===== src/core/dpc_pkg.sv =====
// Constants for the DRAM and pin control register bank.
// Assumes an 8-bit indexed I/O port pair on the host bus clock.
package dpc_pkg;

  localparam logic [15:0] IO_INDEX_ADDR = 16'h03d6;
  localparam logic [15:0] IO_DATA_ADDR = 16'h03d7;

  localparam logic [7:0] IDX_MEM_TYPE = 8'h41;
  localparam logic [7:0] IDX_MEM_GEOM = 8'h42;
  localparam logic [7:0] IDX_MEM_IFACE = 8'h43;
  localparam logic [7:0] IDX_MEM_TIMING = 8'h44;
  localparam logic [7:0] IDX_VPORT_CTRL = 8'h60;
  localparam logic [7:0] IDX_SYNC_OVR = 8'h61;
  localparam logic [7:0] IDX_GPIN_DIR = 8'h62;
  localparam logic [7:0] IDX_GPIN_DATA = 8'h63;
  localparam logic [7:0] IDX_PIN_HIZ = 8'h67;

  // Writable masks: bits outside read back as zero
  localparam logic [7:0] MASK_MEM_TYPE = 8'hff;
  localparam logic [7:0] MASK_MEM_GEOM = 8'hff;
  localparam logic [7:0] MASK_MEM_IFACE = 8'hff;
  localparam logic [7:0] MASK_MEM_TIMING = 8'hff;
  localparam logic [7:0] MASK_VPORT_CTRL = 8'h43;
  localparam logic [7:0] MASK_SYNC_OVR = 8'h7f;
  localparam logic [7:0] MASK_GPIN_DIR = 8'h0c;
  localparam logic [7:0] MASK_GPIN_DATA = 8'h0f;
  localparam logic [7:0] MASK_PIN_HIZ = 8'h03;

  // Reset values; interface width field left at 00 (undefined default)
  localparam logic [7:0] RST_MEM_TYPE = 8'h00;
  localparam logic [7:0] RST_MEM_GEOM = 8'h01;
  localparam logic [7:0] RST_MEM_IFACE = 8'h00;
  localparam logic [7:0] RST_MEM_TIMING = 8'h00;
  localparam logic [7:0] RST_VPORT_CTRL = 8'h00;
  localparam logic [7:0] RST_SYNC_OVR = 8'h00;
  localparam logic [7:0] RST_GPIN_DIR = 8'h00;
  localparam logic [7:0] RST_PIN_HIZ = 8'h00;

  // Field positions
  localparam int GEOM_BANK_B_FIXED = 2;
  localparam int IFACE_SPLIT_ROW = 3;
  localparam int TIMING_SHORT = 7;
  localparam int VPORT_CLK_DIV = 6;
  localparam int SYNC_V_CLK = 6;
  localparam int SYNC_H_CLK = 5;
  localparam int SYNC_DRIVE_LOW_PWR = 4;
  localparam int SYNC_V_OVR = 3;
  localparam int SYNC_V_DATA = 2;
  localparam int SYNC_H_OVR = 1;
  localparam int SYNC_H_DATA = 0;
  localparam int HIZ_VPORT = 1;
  localparam int HIZ_MEM = 0;

  localparam logic [1:0] MEM_TYPE_EDO = 2'h1;
  localparam logic [1:0] COL_WIDTH_8 = 2'h0;
  localparam logic [1:0] COL_WIDTH_9 = 2'h1;
  localparam logic [1:0] IFACE_WIDTH_64 = 2'h1;
  localparam logic [1:0] VPORT_OFF = 2'h0;
  localparam logic [1:0] VPORT_FEATURE = 2'h1;
  localparam logic [1:0] VPORT_ZOOMED = 2'h3;

  // Row-to-column delay in half memory clocks
  localparam logic [2:0] RCD_LONG_HALF = 3'h5;
  localparam logic [2:0] RCD_SHORT_HALF = 3'h3;

  localparam logic [3:0] COL_BITS_8 = 4'h8;
  localparam logic [3:0] COL_BITS_9 = 4'h9;

  localparam int FB_BANK_BIT_32 = 18;
  localparam int FB_BANK_BIT_64 = 19;

  typedef enum logic [2:0] {
    VP_OFF = 3'h1,
    VP_FEATURE = 3'h2,
    VP_ZOOMED = 3'h4
  } dpc_vport_e;

endpackage : dpc_pkg


===== src/core/dpc_cfg_if.sv =====
// Configuration fields passed from the register bank to the pin logic.
// Assumes both ends run on one clock.
`timescale 1ns/10ps
`default_nettype none
interface dpc_cfg_if;
  logic [7:0] sync_ovr;
  logic [7:0] gpin_dir;
  logic [3:0] gpin_out;
  logic [3:0] gpin_in;
  logic low_power;
  logic pseq_clk;
  logic hsync_in;
  logic vsync_in;

  modport bank (
    output sync_ovr,
    output gpin_dir,
    output gpin_out,
    output low_power,
    output pseq_clk,
    output hsync_in,
    output vsync_in,
    input gpin_in
  );
  modport pins (
    input sync_ovr,
    input gpin_dir,
    input gpin_out,
    input low_power,
    input pseq_clk,
    input hsync_in,
    input vsync_in,
    output gpin_in
  );
endinterface : dpc_cfg_if
`default_nettype wire


===== src/core/dpc_pins.sv =====
// Sync override and general pin logic.
// Assumes pin inputs arrive asynchronously and are synchronised here.
`timescale 1ns/10ps
`default_nettype none
module dpc_pins (
  // Clock and reset
  input wire logic clk,
  input wire logic rst_n,
  // Configuration
  dpc_cfg_if.pins cfg,
  // Sync pins
  output logic hsync_o,
  output logic hsync_oe,
  output logic vsync_o,
  output logic vsync_oe,
  // General pins 3 and 2
  input wire logic [3:2] gpin_i,
  output logic [3:2] gpin_o,
  output logic [3:2] gpin_oe
);

  logic [3:2] gpin_meta_q;
  logic [3:2] gpin_sync_q;
  logic [7:0] s;

  assign s = cfg.sync_ovr;

  ////////////////////////////////////////////////////////////////////////////
  always_ff @(posedge clk) begin
    if (!rst_n) begin
      gpin_meta_q <= 2'h0;
      gpin_sync_q <= 2'h0;
    end else begin
      gpin_meta_q <= gpin_i;
      gpin_sync_q <= gpin_meta_q;
    end
  end

  // Pins 1 and 0 have their direction elsewhere; they read their own data
  assign cfg.gpin_in = {gpin_sync_q, cfg.gpin_out[1:0]};

  genvar g;
  generate
    for (g = 2; g <= 3; g++) begin : g_gpin
      assign gpin_oe[g] = cfg.gpin_dir[g];
      assign gpin_o[g] = cfg.gpin_out[g];
    end
  endgenerate

  ////////////////////////////////////////////////////////////////////////////
  always_comb begin
    if (!s[dpc_pkg::SYNC_V_OVR]) begin
      vsync_o = cfg.vsync_in;
    end else if (s[dpc_pkg::SYNC_V_CLK]) begin
      vsync_o = cfg.pseq_clk;
    end else begin
      vsync_o = s[dpc_pkg::SYNC_V_DATA];
    end
    if (!s[dpc_pkg::SYNC_H_OVR]) begin
      hsync_o = cfg.hsync_in;
    end else if (s[dpc_pkg::SYNC_H_CLK]) begin
      hsync_o = cfg.pseq_clk;
    end else begin
      hsync_o = s[dpc_pkg::SYNC_H_DATA];
    end
  end

  // Released in low-power modes unless software asks to keep driving
  assign hsync_oe = !cfg.low_power || s[dpc_pkg::SYNC_DRIVE_LOW_PWR];
  assign vsync_oe = hsync_oe;

endmodule : dpc_pins
`default_nettype wire


===== src/core/dpc_top.sv =====
// Register bank for DRAM setup and pin control, behind an indexed I/O port pair.
// Assumes a one-cycle I/O strobe from the host bus decoder on CORE_CLK.
//
// Operation
// Memory type code 01 means EDO DRAM
// Column width code 00 eight, 01 nine bits
// Second bank fixed to eight columns when set
// Software sets 64-bit width, split strobe first
// Software writes interface width code 01 only
// Split strobe picks bank by address bit
// Row-to-column delay 2.5 or 1.5 clocks
// Video port clock is dot clock or half
// Video port mode: off, feature, zoomed input
// Vertical sync override: data or sequencing clock
// Horizontal sync override: data or sequencing clock
// Sync pins released in low power unless kept
// General pins 3,2 direction bits
// General data reads pins, writes outputs
// Video port pins released when bit set
// Memory pins released when bit set
// Software writes zero to writable reserved bits
// Reserved read-only bits read zero
// Index port 3D6h, data port 3D7h
// Reset restores documented defaults
`timescale 1ns/10ps
`default_nettype none
module dpc_top (
  // Clock and reset
  input wire logic CORE_CLK,
  input wire logic RST_N,

  // Host I/O port
  input wire logic [15:0] IO_ADDR,
  input wire logic IO_WR,
  input wire logic IO_RD,
  input wire logic [7:0] IO_WDATA,
  output logic [7:0] IO_RDATA,
  output logic IO_HIT,

  // Memory controller view
  input wire logic [21:0] FB_ADDR,
  output logic [1:0] MEM_TYPE,
  output logic MEM_TYPE_VALID,
  output logic [3:0] COL_BITS_BANK_A,
  output logic [3:0] COL_BITS_BANK_B,
  output logic [2:0] RCD_HALF_CLKS,
  output logic IFACE_IS_64,
  input wire logic ROW_STROBE_N,
  output logic ROW_STROBE_BANK_A_N,
  output logic ROW_STROBE_BANK_B_N,
  output logic MEM_PINS_OE,

  // Video port
  input wire logic DOT_CLOCK,
  output logic VPORT_CLK,
  output logic [2:0] VPORT_MODE,
  output logic VPORT_PINS_OE,

  // Sync and power sequencing
  input wire logic HSYNC_IN,
  input wire logic VSYNC_IN,
  input wire logic LOW_POWER,
  input wire logic PSEQ_CLK,
  output logic HSYNC_O,
  output logic HSYNC_OE,
  output logic VSYNC_O,
  output logic VSYNC_OE,

  // General pins
  input wire logic [3:2] GENERAL_PIN_I,
  output logic [3:2] GENERAL_PIN_O,
  output logic [3:2] GENERAL_PIN_OE,
  output logic [1:0] GENERAL_PIN_LOW_DATA
);

  // Host port
  logic [7:0] index_q;
  logic sel_index;
  logic sel_data;

  // Register contents
  logic [7:0] mem_type_q;
  logic [7:0] mem_geom_q;
  logic [7:0] mem_iface_q;
  logic [7:0] mem_timing_q;
  logic [7:0] vport_ctrl_q;
  logic [7:0] sync_ovr_q;
  logic [7:0] gpin_dir_q;
  logic [3:0] gpin_data_q;
  logic [7:0] hiz_q;

  // Read path
  logic [7:0] rdata_d;
  logic [7:0] rdata_q;
  logic [3:0] gpin_rd;

  // Dot clock divider
  logic dot_clock_meta_q;
  logic dot_clock_sync_q;
  logic dot_clock_prev_q;
  logic vclk_div_q;

  // Low-power synchroniser
  logic lp_meta_q;
  logic lp_sync_q;

  // Decoded video port mode
  dpc_pkg::dpc_vport_e vport_mode;

  dpc_cfg_if cfg ();

  // Data port hit for one register index
  function automatic logic hit(input logic [7:0] idx, input logic [7:0] want);
    hit = (idx == want);
  endfunction : hit

  ////////////////////////////////////////////////////////////////////////////
  assign sel_index = (IO_ADDR == dpc_pkg::IO_INDEX_ADDR);
  assign sel_data = (IO_ADDR == dpc_pkg::IO_DATA_ADDR);
  // Hint for the host bus decoder only
  assign IO_HIT = (IO_WR || IO_RD) && (sel_index || sel_data);

  // Index persists across data accesses
  always_ff @(posedge CORE_CLK) begin
    if (!RST_N) begin
      index_q <= 8'h00;
    end else if (IO_WR && sel_index) begin
      index_q <= IO_WDATA;
    end
  end

  // Each register loads through its writable mask so unused bits stay zero
  always_ff @(posedge CORE_CLK) begin
    if (!RST_N) begin
      mem_type_q <= dpc_pkg::RST_MEM_TYPE;
      mem_geom_q <= dpc_pkg::RST_MEM_GEOM;
      mem_iface_q <= dpc_pkg::RST_MEM_IFACE;
      mem_timing_q <= dpc_pkg::RST_MEM_TIMING;
    end else if (IO_WR && sel_data) begin
      if (hit(index_q, dpc_pkg::IDX_MEM_TYPE)) begin
        mem_type_q <= IO_WDATA & dpc_pkg::MASK_MEM_TYPE;
      end

      if (hit(index_q, dpc_pkg::IDX_MEM_GEOM)) begin
        mem_geom_q <= IO_WDATA & dpc_pkg::MASK_MEM_GEOM;
      end

      if (hit(index_q, dpc_pkg::IDX_MEM_IFACE)) begin
        mem_iface_q <= IO_WDATA & dpc_pkg::MASK_MEM_IFACE;
      end

      if (hit(index_q, dpc_pkg::IDX_MEM_TIMING)) begin
        mem_timing_q <= IO_WDATA & dpc_pkg::MASK_MEM_TIMING;
      end
    end
  end

  always_ff @(posedge CORE_CLK) begin
    if (!RST_N) begin
      vport_ctrl_q <= dpc_pkg::RST_VPORT_CTRL;
      sync_ovr_q <= dpc_pkg::RST_SYNC_OVR;
      gpin_dir_q <= dpc_pkg::RST_GPIN_DIR;
      hiz_q <= dpc_pkg::RST_PIN_HIZ;
    end else if (IO_WR && sel_data) begin
      if (hit(index_q, dpc_pkg::IDX_VPORT_CTRL)) begin
        vport_ctrl_q <= IO_WDATA & dpc_pkg::MASK_VPORT_CTRL;
      end

      if (hit(index_q, dpc_pkg::IDX_SYNC_OVR)) begin
        sync_ovr_q <= IO_WDATA & dpc_pkg::MASK_SYNC_OVR;
      end

      if (hit(index_q, dpc_pkg::IDX_GPIN_DIR)) begin
        gpin_dir_q <= IO_WDATA & dpc_pkg::MASK_GPIN_DIR;
      end

      if (hit(index_q, dpc_pkg::IDX_PIN_HIZ)) begin
        hiz_q <= IO_WDATA & dpc_pkg::MASK_PIN_HIZ;
      end
    end
  end

  // No documented default: the output latch starts at zero, reads of pins 3 and 2 follow pins, pins 1 and 0 read the latch
  always_ff @(posedge CORE_CLK) begin
    if (!RST_N) begin
      gpin_data_q <= 4'h0;
    end else if (IO_WR && sel_data && hit(index_q, dpc_pkg::IDX_GPIN_DATA)) begin
      gpin_data_q <= IO_WDATA[3:0];
    end
  end

  ////////////////////////////////////////////////////////////////////////////
  // Reads of pins 3 and 2 show the synchronised pad level, two cycles late
  assign gpin_rd = cfg.gpin_in;

  always_comb begin
    rdata_d = 8'h00;
    if (sel_index) begin
      rdata_d = index_q;
    end else if (sel_data) begin
      // Unknown indexes read as zero
      case (index_q)
        dpc_pkg::IDX_MEM_TYPE: rdata_d = mem_type_q;
        dpc_pkg::IDX_MEM_GEOM: rdata_d = mem_geom_q;
        dpc_pkg::IDX_MEM_IFACE: rdata_d = mem_iface_q;
        dpc_pkg::IDX_MEM_TIMING: rdata_d = mem_timing_q;
        dpc_pkg::IDX_VPORT_CTRL: rdata_d = vport_ctrl_q;
        dpc_pkg::IDX_SYNC_OVR: rdata_d = sync_ovr_q;
        dpc_pkg::IDX_GPIN_DIR: rdata_d = gpin_dir_q;
        dpc_pkg::IDX_GPIN_DATA: rdata_d = {4'h0, gpin_rd};
        dpc_pkg::IDX_PIN_HIZ: rdata_d = hiz_q;
        default: rdata_d = 8'h00;
      endcase
    end
  end

  always_ff @(posedge CORE_CLK) begin
    if (!RST_N) begin
      rdata_q <= 8'h00;
    end else if (IO_RD) begin
      rdata_q <= rdata_d;
    end
  end

  // Stands until the next read strobe
  assign IO_RDATA = rdata_q;

  ////////////////////////////////////////////////////////////////////////////
  // Memory controller configuration
  assign MEM_TYPE = mem_type_q[1:0];
  // Reserved type codes are flagged so the controller can stay idle
  assign MEM_TYPE_VALID = (mem_type_q[1:0] == dpc_pkg::MEM_TYPE_EDO);

  assign IFACE_IS_64 = (mem_iface_q[5:4] == dpc_pkg::IFACE_WIDTH_64);

  always_comb begin
    case (mem_geom_q[1:0])
      dpc_pkg::COL_WIDTH_8: COL_BITS_BANK_A = dpc_pkg::COL_BITS_8;
      dpc_pkg::COL_WIDTH_9: COL_BITS_BANK_A = dpc_pkg::COL_BITS_9;
      default: COL_BITS_BANK_A = dpc_pkg::COL_BITS_9;
    endcase
  end

  // Fixed width is only meaningful with 64-bit split strobes, set beforehand
  assign COL_BITS_BANK_B = mem_geom_q[dpc_pkg::GEOM_BANK_B_FIXED] ?
                           dpc_pkg::COL_BITS_8 : COL_BITS_BANK_A;

  assign RCD_HALF_CLKS = mem_timing_q[dpc_pkg::TIMING_SHORT] ?
                         dpc_pkg::RCD_SHORT_HALF : dpc_pkg::RCD_LONG_HALF;

  // Bank select bit depends on data width; reserved codes treated as 32-bit
  always_comb begin
    ROW_STROBE_BANK_A_N = ROW_STROBE_N;
    ROW_STROBE_BANK_B_N = ROW_STROBE_N;
    if (mem_iface_q[dpc_pkg::IFACE_SPLIT_ROW]) begin
      if (IFACE_IS_64 ? FB_ADDR[dpc_pkg::FB_BANK_BIT_64] :
          FB_ADDR[dpc_pkg::FB_BANK_BIT_32]) begin
        ROW_STROBE_BANK_A_N = 1'b1;
      end else begin
        ROW_STROBE_BANK_B_N = 1'b1;
      end
    end
  end

  // A set bit floats the pin group
  assign MEM_PINS_OE = !hiz_q[dpc_pkg::HIZ_MEM];
  assign VPORT_PINS_OE = !hiz_q[dpc_pkg::HIZ_VPORT];

  ////////////////////////////////////////////////////////////////////////////
  // Video port clock; dot clock is sampled, so divide is done on its edges
  always_ff @(posedge CORE_CLK) begin
    if (!RST_N) begin
      dot_clock_meta_q <= 1'b0;
      dot_clock_sync_q <= 1'b0;
      dot_clock_prev_q <= 1'b0;
      vclk_div_q <= 1'b0;
    end else begin
      dot_clock_meta_q <= DOT_CLOCK;
      dot_clock_sync_q <= dot_clock_meta_q;
      dot_clock_prev_q <= dot_clock_sync_q;
      if (dot_clock_sync_q && !dot_clock_prev_q) begin
        vclk_div_q <= !vclk_div_q;
      end
    end
  end

  // Undivided path passes the dot clock straight through to avoid skew
  assign VPORT_CLK = vport_ctrl_q[dpc_pkg::VPORT_CLK_DIV] ? vclk_div_q : DOT_CLOCK;

  always_comb begin
    case (vport_ctrl_q[1:0])
      dpc_pkg::VPORT_FEATURE: vport_mode = dpc_pkg::VP_FEATURE;
      dpc_pkg::VPORT_ZOOMED: vport_mode = dpc_pkg::VP_ZOOMED;
      dpc_pkg::VPORT_OFF: vport_mode = dpc_pkg::VP_OFF;
      default: vport_mode = dpc_pkg::VP_OFF;
    endcase
  end

  assign VPORT_MODE = vport_mode;

  ////////////////////////////////////////////////////////////////////////////
  // Pin-side logic
  always_ff @(posedge CORE_CLK) begin
    if (!RST_N) begin
      lp_meta_q <= 1'b0;
      lp_sync_q <= 1'b0;
    end else begin
      lp_meta_q <= LOW_POWER;
      lp_sync_q <= lp_meta_q;
    end
  end

  // Configuration for the pin logic
  assign cfg.sync_ovr = sync_ovr_q;
  assign cfg.gpin_dir = gpin_dir_q;
  assign cfg.gpin_out = gpin_data_q;
  assign cfg.low_power = lp_sync_q;

  assign cfg.pseq_clk = PSEQ_CLK;
  assign cfg.hsync_in = HSYNC_IN;
  assign cfg.vsync_in = VSYNC_IN;

  // Direction of pins 1 and 0 lives elsewhere
  assign GENERAL_PIN_LOW_DATA = gpin_data_q[1:0];

  dpc_pins u_pins (
    .clk(CORE_CLK),
    .rst_n(RST_N),
    .cfg(cfg),
    .hsync_o(HSYNC_O),
    .hsync_oe(HSYNC_OE),
    .vsync_o(VSYNC_O),
    .vsync_oe(VSYNC_OE),
    .gpin_i(GENERAL_PIN_I),
    .gpin_o(GENERAL_PIN_O),
    .gpin_oe(GENERAL_PIN_OE)
  );

endmodule : dpc_top
`default_nettype wire


===== config.mk =====
export PLATFORM = sky130hd
export DESIGN_NAME = dpc_top
export DESIGN_NICKNAME = d
export VERILOG_FILES = /design/src/core/dpc_pkg.sv /design/src/core/dpc_cfg_if.sv /design/src/core/dpc_pins.sv /design/src/core/dpc_top.sv
export SDC_FILE = /design/constraint.sdc
export NUM_CORES = 1
export LEC_CHECK = 0
export ABC_CLOCK_PERIOD_IN_PS = 6400
export BUFFER_PORTS_ARGS = -buffer_cell sky130_fd_sc_hd__buf_2
export CAP_MARGIN = 10
export CORE_ASPECT_RATIO = 0.6
export CORE_MARGIN = 4
export CORE_UTILIZATION = 25
export CTS_CLUSTER_DIAMETER = 120
export DETAILED_ROUTE_END_ITERATION = 12
export GPL_TIMING_DRIVEN = 0
export SYNTH_ARGS = -nofsm -noshare
export SYNTH_HDL_FRONTEND = slang
export SYNTH_SLANG_ARGS = --single-unit

===== constraint.sdc =====
create_clock -name CORE_CLK -period 6.4 [get_ports CORE_CLK]
set_clock_uncertainty 0.15 [all_clocks]
set_input_delay 0.32 -clock CORE_CLK [delete_from_list [all_inputs] [get_ports CORE_CLK]]
set_output_delay 0.32 -clock CORE_CLK [all_outputs]
set_load 0.01 [all_outputs]

==> results of run 1 <==
cells in the final DEF, fill, tap and decap left out, drive strengths merged, types with 2 or more instances in the layout:
cell	instances
nor3b	5
a221oi	2
mux2i	62
conb	7
nand3	12
nand2	32
nand4bb	3
buf	87
o32ai	2
a21oi	5
a31oi	9
nor2	56
mux4	2
nor2b	10
nand4	2
nand2b	4
o21ai	16
clkbuf	36
a22oi	3
nand3b	2
or4b	3
inv	6
and2	11
bufinv	2
nor4	7
a21bo	3
nor3	2
mux2	3
dfxtp	76
o32a	2
o22ai	4
nor4b	2
metal layers:
| layer | share of wire (%) | GRT usage [%] |
|---|---|---|
| met1 | 54 | 24.1 |
| met2 | 37 | 20.2 |
| met3 | 8.7 | 4.84 |
| met4 | 0.57 | 2.30 |
| met5 | 0 | 0 |
cell families after synthesis:
| group | count (synthesis) | share of synthesized area (%) |
|---|---|---|
| DFF | 76 | 41.2 |
| and+or+nand+nor | 156 | 22.8 |
| other | 2 | 0.204 |
| xor gates and xnor gates | 1 | 0.237 |
| AOI/OAI and AO/OA | 54 | 9.94 |
| buffers and inverters | 49 | 6.58 |
| muxes | 67 | 19.0 |
worst paths after layout:
check                        start               endpoint  slack (ns)  cells past startpoint
max                     index_q[5]        mem_timing_q[7]        3.09                      8
min                      LOW_POWER              lp_meta_q        0.04                      2
max reg2reg             index_q[5]        mem_timing_q[7]        3.09                      8
min reg2reg  u_pins.gpin_meta_q[2]  u_pins.gpin_sync_q[2]        0.29                      1
flip-flops by register name, summed over array words and instances (netlist names), 2 cells and up:
| signal | count |
|---|---|
| IO_RDATA | 8 |
| cfg.gpin_dir | 2 |
| cfg.gpin_out | 4 |
| cfg.sync_ovr | 7 |
| hiz_q | 2 |
| index_q | 8 |
| mem_geom_q | 8 |
| mem_iface_q | 8 |
| mem_timing_q | 8 |
| mem_type_q | 8 |
| u_pins.gpin_meta_q | 2 |
| u_pins.gpin_sync_q | 2 |
| vport_ctrl_q | 3 |
critical path: cells and delay by family (launching register included):
family / cells / cell delay [ns]
and+or+nand+nor: 4 / 1.84
DFF: 1 / 0.29
buffers and inverters: 3 / 0.80
AOI/OAI and AO/OA: 1 / 0.08
power by group through the flow:
stage / Clock, mW / Combinational (mW) / Sequential, mW
after floorplan: 0 / 0.0259 / 0.490
after global placement: 0 / 0.0547 / 0.489
after detailed placement: 0 / 0.0555 / 0.490
after CTS: 0.554 / 0.0557 / 0.479
after global routing: 0.578 / 0.0613 / 0.479
final: 0.548 / 0.0563 / 0.479
final cells by class:
class                      instances  share of cell area (%)
clock buffer                      12                    5.34
inverter                           6                   0.488
timing repair buffer              68                    7.38
clock inverter                     4                    1.57
sequential                        76                    33.0
buffer                            43                    4.77
tap                              198                    5.37
multi-input combinational        285                    42.1
metrics by stage:
step / setup WS, ns / util (%) / hold WS (ns)
6_report: 3.09 / 31.9 / 0.0419
5_1_grt: 2.96 / 31.9 / 0.0352
4_1_cts: 3.16 / 31.9 / 0.0382
3_5_place_dp: 3.21 / 29.7 / 0.277
3_3_place_gp: 3.20 / 29.7 / 0.264
2_1_floorplan: 3.72 / - / 0.262
==> summary by stage, run 1 <==
Synthesis
After synthesis the cells add up to between 3000 and 4000 µm². The cell with the most instances after synthesis is sky130_fd_sc_hd__dfxtp_1. Among all flip-flop cells after synthesis, the most frequent one is sky130_fd_sc_hd__dfxtp_1.

sky130_fd_sc_hd__dfxtp_1 takes more of the synthesized area than any other cell. For this run, the number of Yosys warnings is 0. The fraction of synthesized cell area taken by the top area cell type is around two fifths.

The commonest cells after synthesis are sky130_fd_sc_hd__dfxtp_1 (76), sky130_fd_sc_hd__mux2i_1 (62), sky130_fd_sc_hd__nor2_1 (56). The post-synthesis async set-or-reset flop share is 0%. The cell count after synthesis is between 400 and 500.

The flip-flop and latch count after synthesis is 76. Averaged over all synthesized cells, the footprint is 9.11 µm². The distinct cell type count after synthesis is 53. The part of the Yosys area used for sequential elements is roughly two fifths.

Counting flops with a built-in enable in the synthesized netlist gives 0. Yosys attributes the largest share of cell area to sky130_fd_sc_hd__dfxtp_1 (41%), sky130_fd_sc_hd__mux2i_1 (17%), sky130_fd_sc_hd__nor2_1 (5.7%), sky130_fd_sc_hd__nand2_1 (3.3%), sky130_fd_sc_hd__buf_4 (2.6%).

Critical path
The type of element launching the critical path is a register. In this run the worst path has a maximum fanout of 10. The worst setup path is of the reg -> reg kind. At the worst endpoint, the arrival time is between 3 and 4 ns. Among all stages on the critical path, the largest delay is contributed by sky130_fd_sc_hd__nor4b_2. For this run, the slowest stage of the critical path takes roughly 0.66 ns.

The critical path goes through buf_2 -> or4b_2 -> clkbuf_1 -> nor4b_2 -> nand4_1 -> clkbuf_1 -> nand3_1 -> o21ai_0. The most numerous cell type found on the critical path is sky130_fd_sc_hd__clkbuf_1. STA classifies the critical path endpoint as a register. The required time at the endpoint of the critical path is between 6 and 7 ns.

Pwr
The clock network accounts for 50.6% of the total power. The power per cell area is between 200 and 250 nW/µm². Net switching is 21.6% of the power.

Combinational cells account for roughly 5.2% of the total power. The worst supply voltage drop on vdd is approximately 0.11 mV. For this design the static power due to leakage is approximately 1.7 nW. Summed over all nets, the switching power comes to 0.234 mW.

The sequential power share is between 40 and 50%. The total power after layout is about 1.1 mW. The internal power consumption is between 0.8 and 0.9 mW.

Layout
The number of antenna diodes in the final layout is 0. In the final layout, the share of cells above drive strength 1 is roughly a quarter. The non-filler instance count after layout is roughly 690. The multi-input combinational cells in the finished layout cover a total of around 1900 µm². At the end of the flow, the number of nets in the layout was 547. The finished cells cover roughly 4600 µm².

Summing all flip-flop and latch instances after layout gives ~1500 µm². The area growth from synthesis to layout is 25.1%. After filler insertion, the fill cell instance count of the layout stands at 1,532.

Run
The max-capacitance violation count is 0.

Routing
Wires add up to roughly 13,000 µm. For this run, design rule violations remaining after detail routing come to 0. The number of iterations in the first detailed-routing pass is 4. The post-route antenna net violation count is 0. The initial DRC count is 248. After detailed routing, the number of vias per cell comes to slightly below 5. Dividing the detail-routed wire length by the instance count gives 18.3 µm. The routed layout has about 3,300 vias.

GRT
The total overflow left after global routing is 0. The number of global-route vias before repair came to 3,295. The overall fraction of global-route tracks in use is between 10% and 20%.

The number of antenna violations at the first check in global routing came to 0. The global-route wire length before repair is roughly 19,000 µm. The maximum number of pins on one net before global-route repair is 13.

CTS
The number of buffers inserted for hold repair after clock tree synthesis is 0. TritonCTS built the clock tree. The clock latency on the worst-skew pair is between 0.3 and 0.4 ns.

CTS built an H-tree with a depth of 3. After clock tree synthesis, the clock-pin slew on the worst setup and hold paths is roughly 0.06 ns. The quantity of gates resized following cts is 0.

The root buffer cell chosen for the clock tree is sky130_fd_sc_hd__clkbuf_16. The post-CTS repair timing setup buffer count is 0. The number of clock buffers inserted by TritonCTS is 9. The number of sinks on the clock net is 76. The deepest clock path buffer count is 2.

STA
The aggregate negative setup slack is 0 ns. Measured against its own limit, the worst slew margin works out to a little under 40%. The setup violation total in the final timing report is 0. For the finished layout, the period the worst path requires is between 3 and 4 ns. In the finished design, the share of the clock period the worst path needs comes to around 52%.

Derived from the worst setup path, the maximum achievable clock frequency is approximately 300 MHz. The final number of max-transition violations was 0. The final-report hold violation count is 0. Setup repair after global routing left no endpoint under its margin.

The slew of the pin with the lowest slew margin is between 0.9 and 1 ns.

Floorplanning
The core area is roughly 14,000 µm². The die boundary height is a little over 100 µm. The count of pins on the block boundary is 100. The die area is 16,800 µm². The initial utilization of the core area, before any placement, comes to between 20% and 30%. From left edge to right edge, the die measures approximately 160 µm.

The floorplan has 34 rows.

Placed design
Detailed placement ended at an HPWL of between 9000 and 10,000 µm. The count of buffers added on input and output ports is 68. Counting tap cells, the placed design contains a total of about 680 instances. The routability congestion estimate is slightly below 1. The post-placement cell area is between 4000 and 5000 µm².

Worst hold path
The min-delay analysis places its worst path in the category in -> reg.

Run status
The run finished with clean final reports.
(Power assumes the default switching activity.)
==> run 2: changes to the inputs <==
--- a/config.mk
+++ b/config.mk
@@ -5,7 +5,8 @@
 export SDC_FILE = /design/constraint.sdc
 export NUM_CORES = 1
 export LEC_CHECK = 0
-export ABC_CLOCK_PERIOD_IN_PS = 6400
+export ABC_AREA = 1
+export ABC_CLOCK_PERIOD_IN_PS = 2800
 export BUFFER_PORTS_ARGS = -buffer_cell sky130_fd_sc_hd__buf_2
 export CAP_MARGIN = 10
 export CORE_ASPECT_RATIO = 0.6
==> constraint.sdc (replaced) <==
create_clock -name CORE_CLK -period 2.8 [get_ports CORE_CLK]
set_clock_uncertainty 0.15 [all_clocks]
set_input_delay 0.14 -clock CORE_CLK [delete_from_list [all_inputs] [get_ports CORE_CLK]]
set_output_delay 0.14 -clock CORE_CLK [all_outputs]
set_load 0.01 [all_outputs]
==> summary by stage, run 2 <==
Routing
The number of remaining DRC errors is 0 (unchanged). The average wire per cell in the routed design is 14.9 µm (-18%). The ratio of routed vias to standard cells was 4.61 (-4.1%).

The post-route antenna net violation count is 0 (unchanged). The initial DRC count is 369 (+49%). The number of iterations in the first detailed-routing pass was 5 (+1). The overall routed net length is 12,700 µm (+0.81%).

The via count is 3,938 (+18%).

Layout
The non-filler instance count after layout is 855 (+24%). The post-route core utilization is 32.5% (+0.61 points). The fraction of layout cells with a size suffix above 1 is 20.7% (-3.2 points). The most common cell after layout, fill and taps aside is sky130_fd_sc_hd__nand2_1.

The count of fill cells added during filler insertion came to 1,619 (+5.7%). The synthesis-to-layout area growth is 24.5%. The multi-input combinational cell area came to 1840 µm² (-5.1%). In the layout the commonest cells are sky130_fd_sc_hd__nand2_1 (149), sky130_fd_sc_hd__dfxtp_1 (76), sky130_fd_sc_hd__nand3_1 (75). The final standard cell area without fillers came to 4810 µm² (+4.3%). The flip-flop and latch area is 1520 µm² (unchanged). The final antenna diode count is 0 (unchanged). The layout net count is 710 (+30%).

Critical path
Among all stages on the critical path, the largest delay is contributed by sky130_fd_sc_hd__dfxtp_1. The worst-case register-to-register setup slack is 0.80 ns (-2.29 ns). The number of cell instances on the worst register-to-register path is 10 (+2). STA classifies the critical path startpoint as a register. The arrival time reported for the critical path endpoint was 2.12 ns (-1.24 ns). The signal on the critical path passes through inv_1 -> nand2_1 -> nor2_1 -> nand2_1 -> inv_2 -> buf_6 -> nand2_1 -> nand4_1 -> nand3_1 -> a21oi_1. The required time at the endpoint of the critical path is 2.92 ns (-3.53 ns). The largest fanout of any net on the critical path came to 10 (unchanged).

The worst register-to-register path begins at index_q[3]. The sort of element at the end of the critical path is a register. The worst register-to-register path ends at IO_RDATA[7]. The family with the most delay on the worst path is simple AND/OR/NAND/NOR gates. The cell repeated most along the worst path is sky130_fd_sc_hd__nand2_1. The path type of the worst setup path is reg -> reg. The peak per-stage delay on the critical path is 0.32 ns (-0.34 ns).

The buffer and inverter count on the worst path was 3 (unchanged).

Worst hold path
For hold timing, the worst endpoint is mem_iface_q[7]. The type of the worst min-delay path is in -> reg. The number of cells on the worst hold path is 3 (+1). The startpoint of the lowest-slack hold path is IO_WDATA[7].

Synthesis
By instance count, the leading cell after synthesis is sky130_fd_sc_hd__nand2_1. The flip-flop and latch count after synthesis is 76 (unchanged). The distinct cell type count after synthesis is 30 (-43%).

The fraction of synthesized cell area taken by the top area cell type was 39.3% (-1.9 points). The most instantiated flip-flop cell in the synthesis netlist is sky130_fd_sc_hd__dfxtp_1. Ranked by total cell area, the synthesized netlist is headed by sky130_fd_sc_hd__dfxtp_1 (39%), sky130_fd_sc_hd__nand2_1 (14%), sky130_fd_sc_hd__nand3_1 (9.7%), sky130_fd_sc_hd__a21oi_1 (7.8%), sky130_fd_sc_hd__inv_1 (5.4%). By count the netlist is led by sky130_fd_sc_hd__nand2_1 (149), sky130_fd_sc_hd__dfxtp_1 (76), sky130_fd_sc_hd__nand3_1 (75). The post-synthesis async set-or-reset flop share is 0% (unchanged). The cell count after synthesis was 565 (+40%). The mapped cell area is 3870 µm² (+4.9%). The cell taking the most area after synthesis is sky130_fd_sc_hd__dfxtp_1.

The total of warnings raised by yosys is 0 (unchanged). The part of the Yosys area used for sequential elements is 39.3% (-1.9 points). The count of flip-flops with a built-in enable after synthesis is 0 (unchanged). The average size of a mapped cell was 6.85 µm² (-25%).

CTS
The clock latency on the worst-skew pair is 0.34 ns (about the same). The number of clock buffers inserted by TritonCTS is 9 (unchanged). The number of sinks on the clock net is 76 (unchanged). The deepest clock path buffer count is 2 (unchanged). TritonCTS built the clock tree. The clock slew at the register clock pins of the worst setup and hold paths is 0.06 ns (about the same).

The post-CTS repair timing setup buffer count was 0 (unchanged). The H-tree depth was 3 (unchanged). The master cell of the clock root buffer is sky130_fd_sc_hd__clkbuf_16.

GRT
The number of antenna violations at the first check in global routing is 0 (unchanged). The overall overflow remaining after global route came to 0 (unchanged). The overall fraction of global-route tracks in use came to 14.5% (-0.74 points).

The maximum number of pins on one net before global-route repair was 13 (unchanged). The global-route wire length before repair came to 20,000 µm (+4.3%). The number of global-route vias before repair is 3,548 (+7.7%).

Placed design
The routability congestion estimate is 0.959 (-1.5%). The total instance count after detailed placement is 835 (+24%). The detailed-placement wirelength estimate is 9840 µm (-1.1%). The number of port buffers is 67 (-1.5%).

The post-placement cell area was 4470 µm² (+4.0%).

STA
The final critical-path required period is 2.00 ns (-1.31 ns). The maximum clock frequency is 501 MHz (+66%). The final number of max-transition violations was 0 (unchanged). The final-report hold violation count is 0 (unchanged).

The aggregate negative setup slack is 0 ns (unchanged). Setup repair after global routing left no endpoint under its margin. The worst slew slack as a fraction of its limit is 53.8% (+15 points). The setup violation total in the final timing report is 0 (unchanged). The slew of the pin with the lowest slew margin is 0.693 ns (-0.220 ns). The share of the clock period used by the worst path after layout came to 71.3% (+20 points).

Floorplanning
The die area is 17,600 µm² (+4.5%). The total number of placement rows was 34 (unchanged). The die boundary height is 104 µm (+2.2%). The initial core utilization is 26.1% (+0.62 points).

The core area is 14,800 µm² (+2.4%). The count of pins on the block boundary is 100 (unchanged). The horizontal extent of the die was 169 µm (+2.3%).

Pwr
The power per cell area is 503 nW/µm² (+110%). The reported leakage power was 2.06 nW (+19%). The worst supply voltage drop on vdd was 0.232 mV (+120%).

Run status
The run finished with clean final reports.

Run
The max-capacitance violation count was 0 (unchanged).
## run 2: cell count changes after synthesis, sizes merged, moves of 9 or more
| cell | change |
|---|---|
| nor2b | -10 |
| a21oi | +55 |
| nand3 | +63 |
| buf | +9 |
| inv | +55 |
| clkbuf | -12 |
| and2 | -10 |
| mux2i | -61 |
| nand2 | +126 |
## run 2: kinds of logic (layout without fill, tap and decap cells)
logic type | count (synthesis) | in the layout | synth area share [%]
buf+inv | 102 | 189 | 13.5
simple gates | 297 | 297 | 34.6
other cells | 2 | 7 | 0.194
mux | 1 | 1 | 0.259
flops | 76 | 76 | 39.3
compound gates | 87 | 87 | 12.2
## run 2: worst max-delay path by stage
stage	start	endpoint	slack, ns	cells past startpoint
2_1_floorplan	index_q[7]	mem_iface_q[0]	1.26	10
3_3_place_gp	index_q[3]	IO_RDATA[7]	0.84	10
3_5_place_dp	index_q[3]	IO_RDATA[7]	0.85	10
4_1_cts	index_q[3]	IO_RDATA[7]	0.83	10
5_1_grt	index_q[3]	IO_RDATA[7]	0.71	10
6_report	index_q[3]	IO_RDATA[7]	0.80	10
## run 2: what timing repair did
action | CTS | global route
hold buffers | 4 | 0
endpoints found under the hold margin | 4 | 0
gates resized for setup | 0 | 0
endpoints found under the setup margin | 0 | 0
## run 2: area by class of cell
class                           instances  area share [%]
Tap cell                              198            5.15
Multi-Input combinational cell        392            38.3
Buffer                                 40            5.90
Clock inverter                          4           0.988
Timing Repair Buffer                   71            7.80
Sequential cell                        76            31.6
Inverter                               62            4.91
Clock buffer                           12            5.33
## run 2: worst min-delay path, cell delays in order
cell,delay [ns]
sky130_fd_sc_hd__buf_2,0.17
sky130_fd_sc_hd__nand3_1,0.10
sky130_fd_sc_hd__a21oi_1,0.06
## run 2: routing by layer
metal  wire [µm]  vias up  global-route usage [%]  share of wire [%]
met3        1340       17                    5.43                 11
li1            -     1959                       -                  -
met5           0        -                       0                  0
met4         114        0                    2.66               0.89
met1        6490     1796                    22.9                 51
met2        4800      166                    18.4                 38
## run 2: per-stage QoR
step	hold WS, ns	power, mW	setup slack (ns)
3_5_place_dp	0.179	1.25	0.853
4_1_cts	0.00702	2.44	0.834
2_1_floorplan	0.0835	1.19	1.26
5_1_grt	0.0373	2.50	0.708
6_report	0.0292	2.42	0.804
3_3_place_gp	0.175	1.25	0.843
## run 2: report_power, final
part / internal, mW / switching, mW / leakage (nW)
Sequential: 1.09 / 0.00441 / 0.615
Combinational: 0.0496 / 0.0879 / 1.30
Clock: 0.736 / 0.450 / 0.149
Total: 1.88 / 0.542 / 2.06
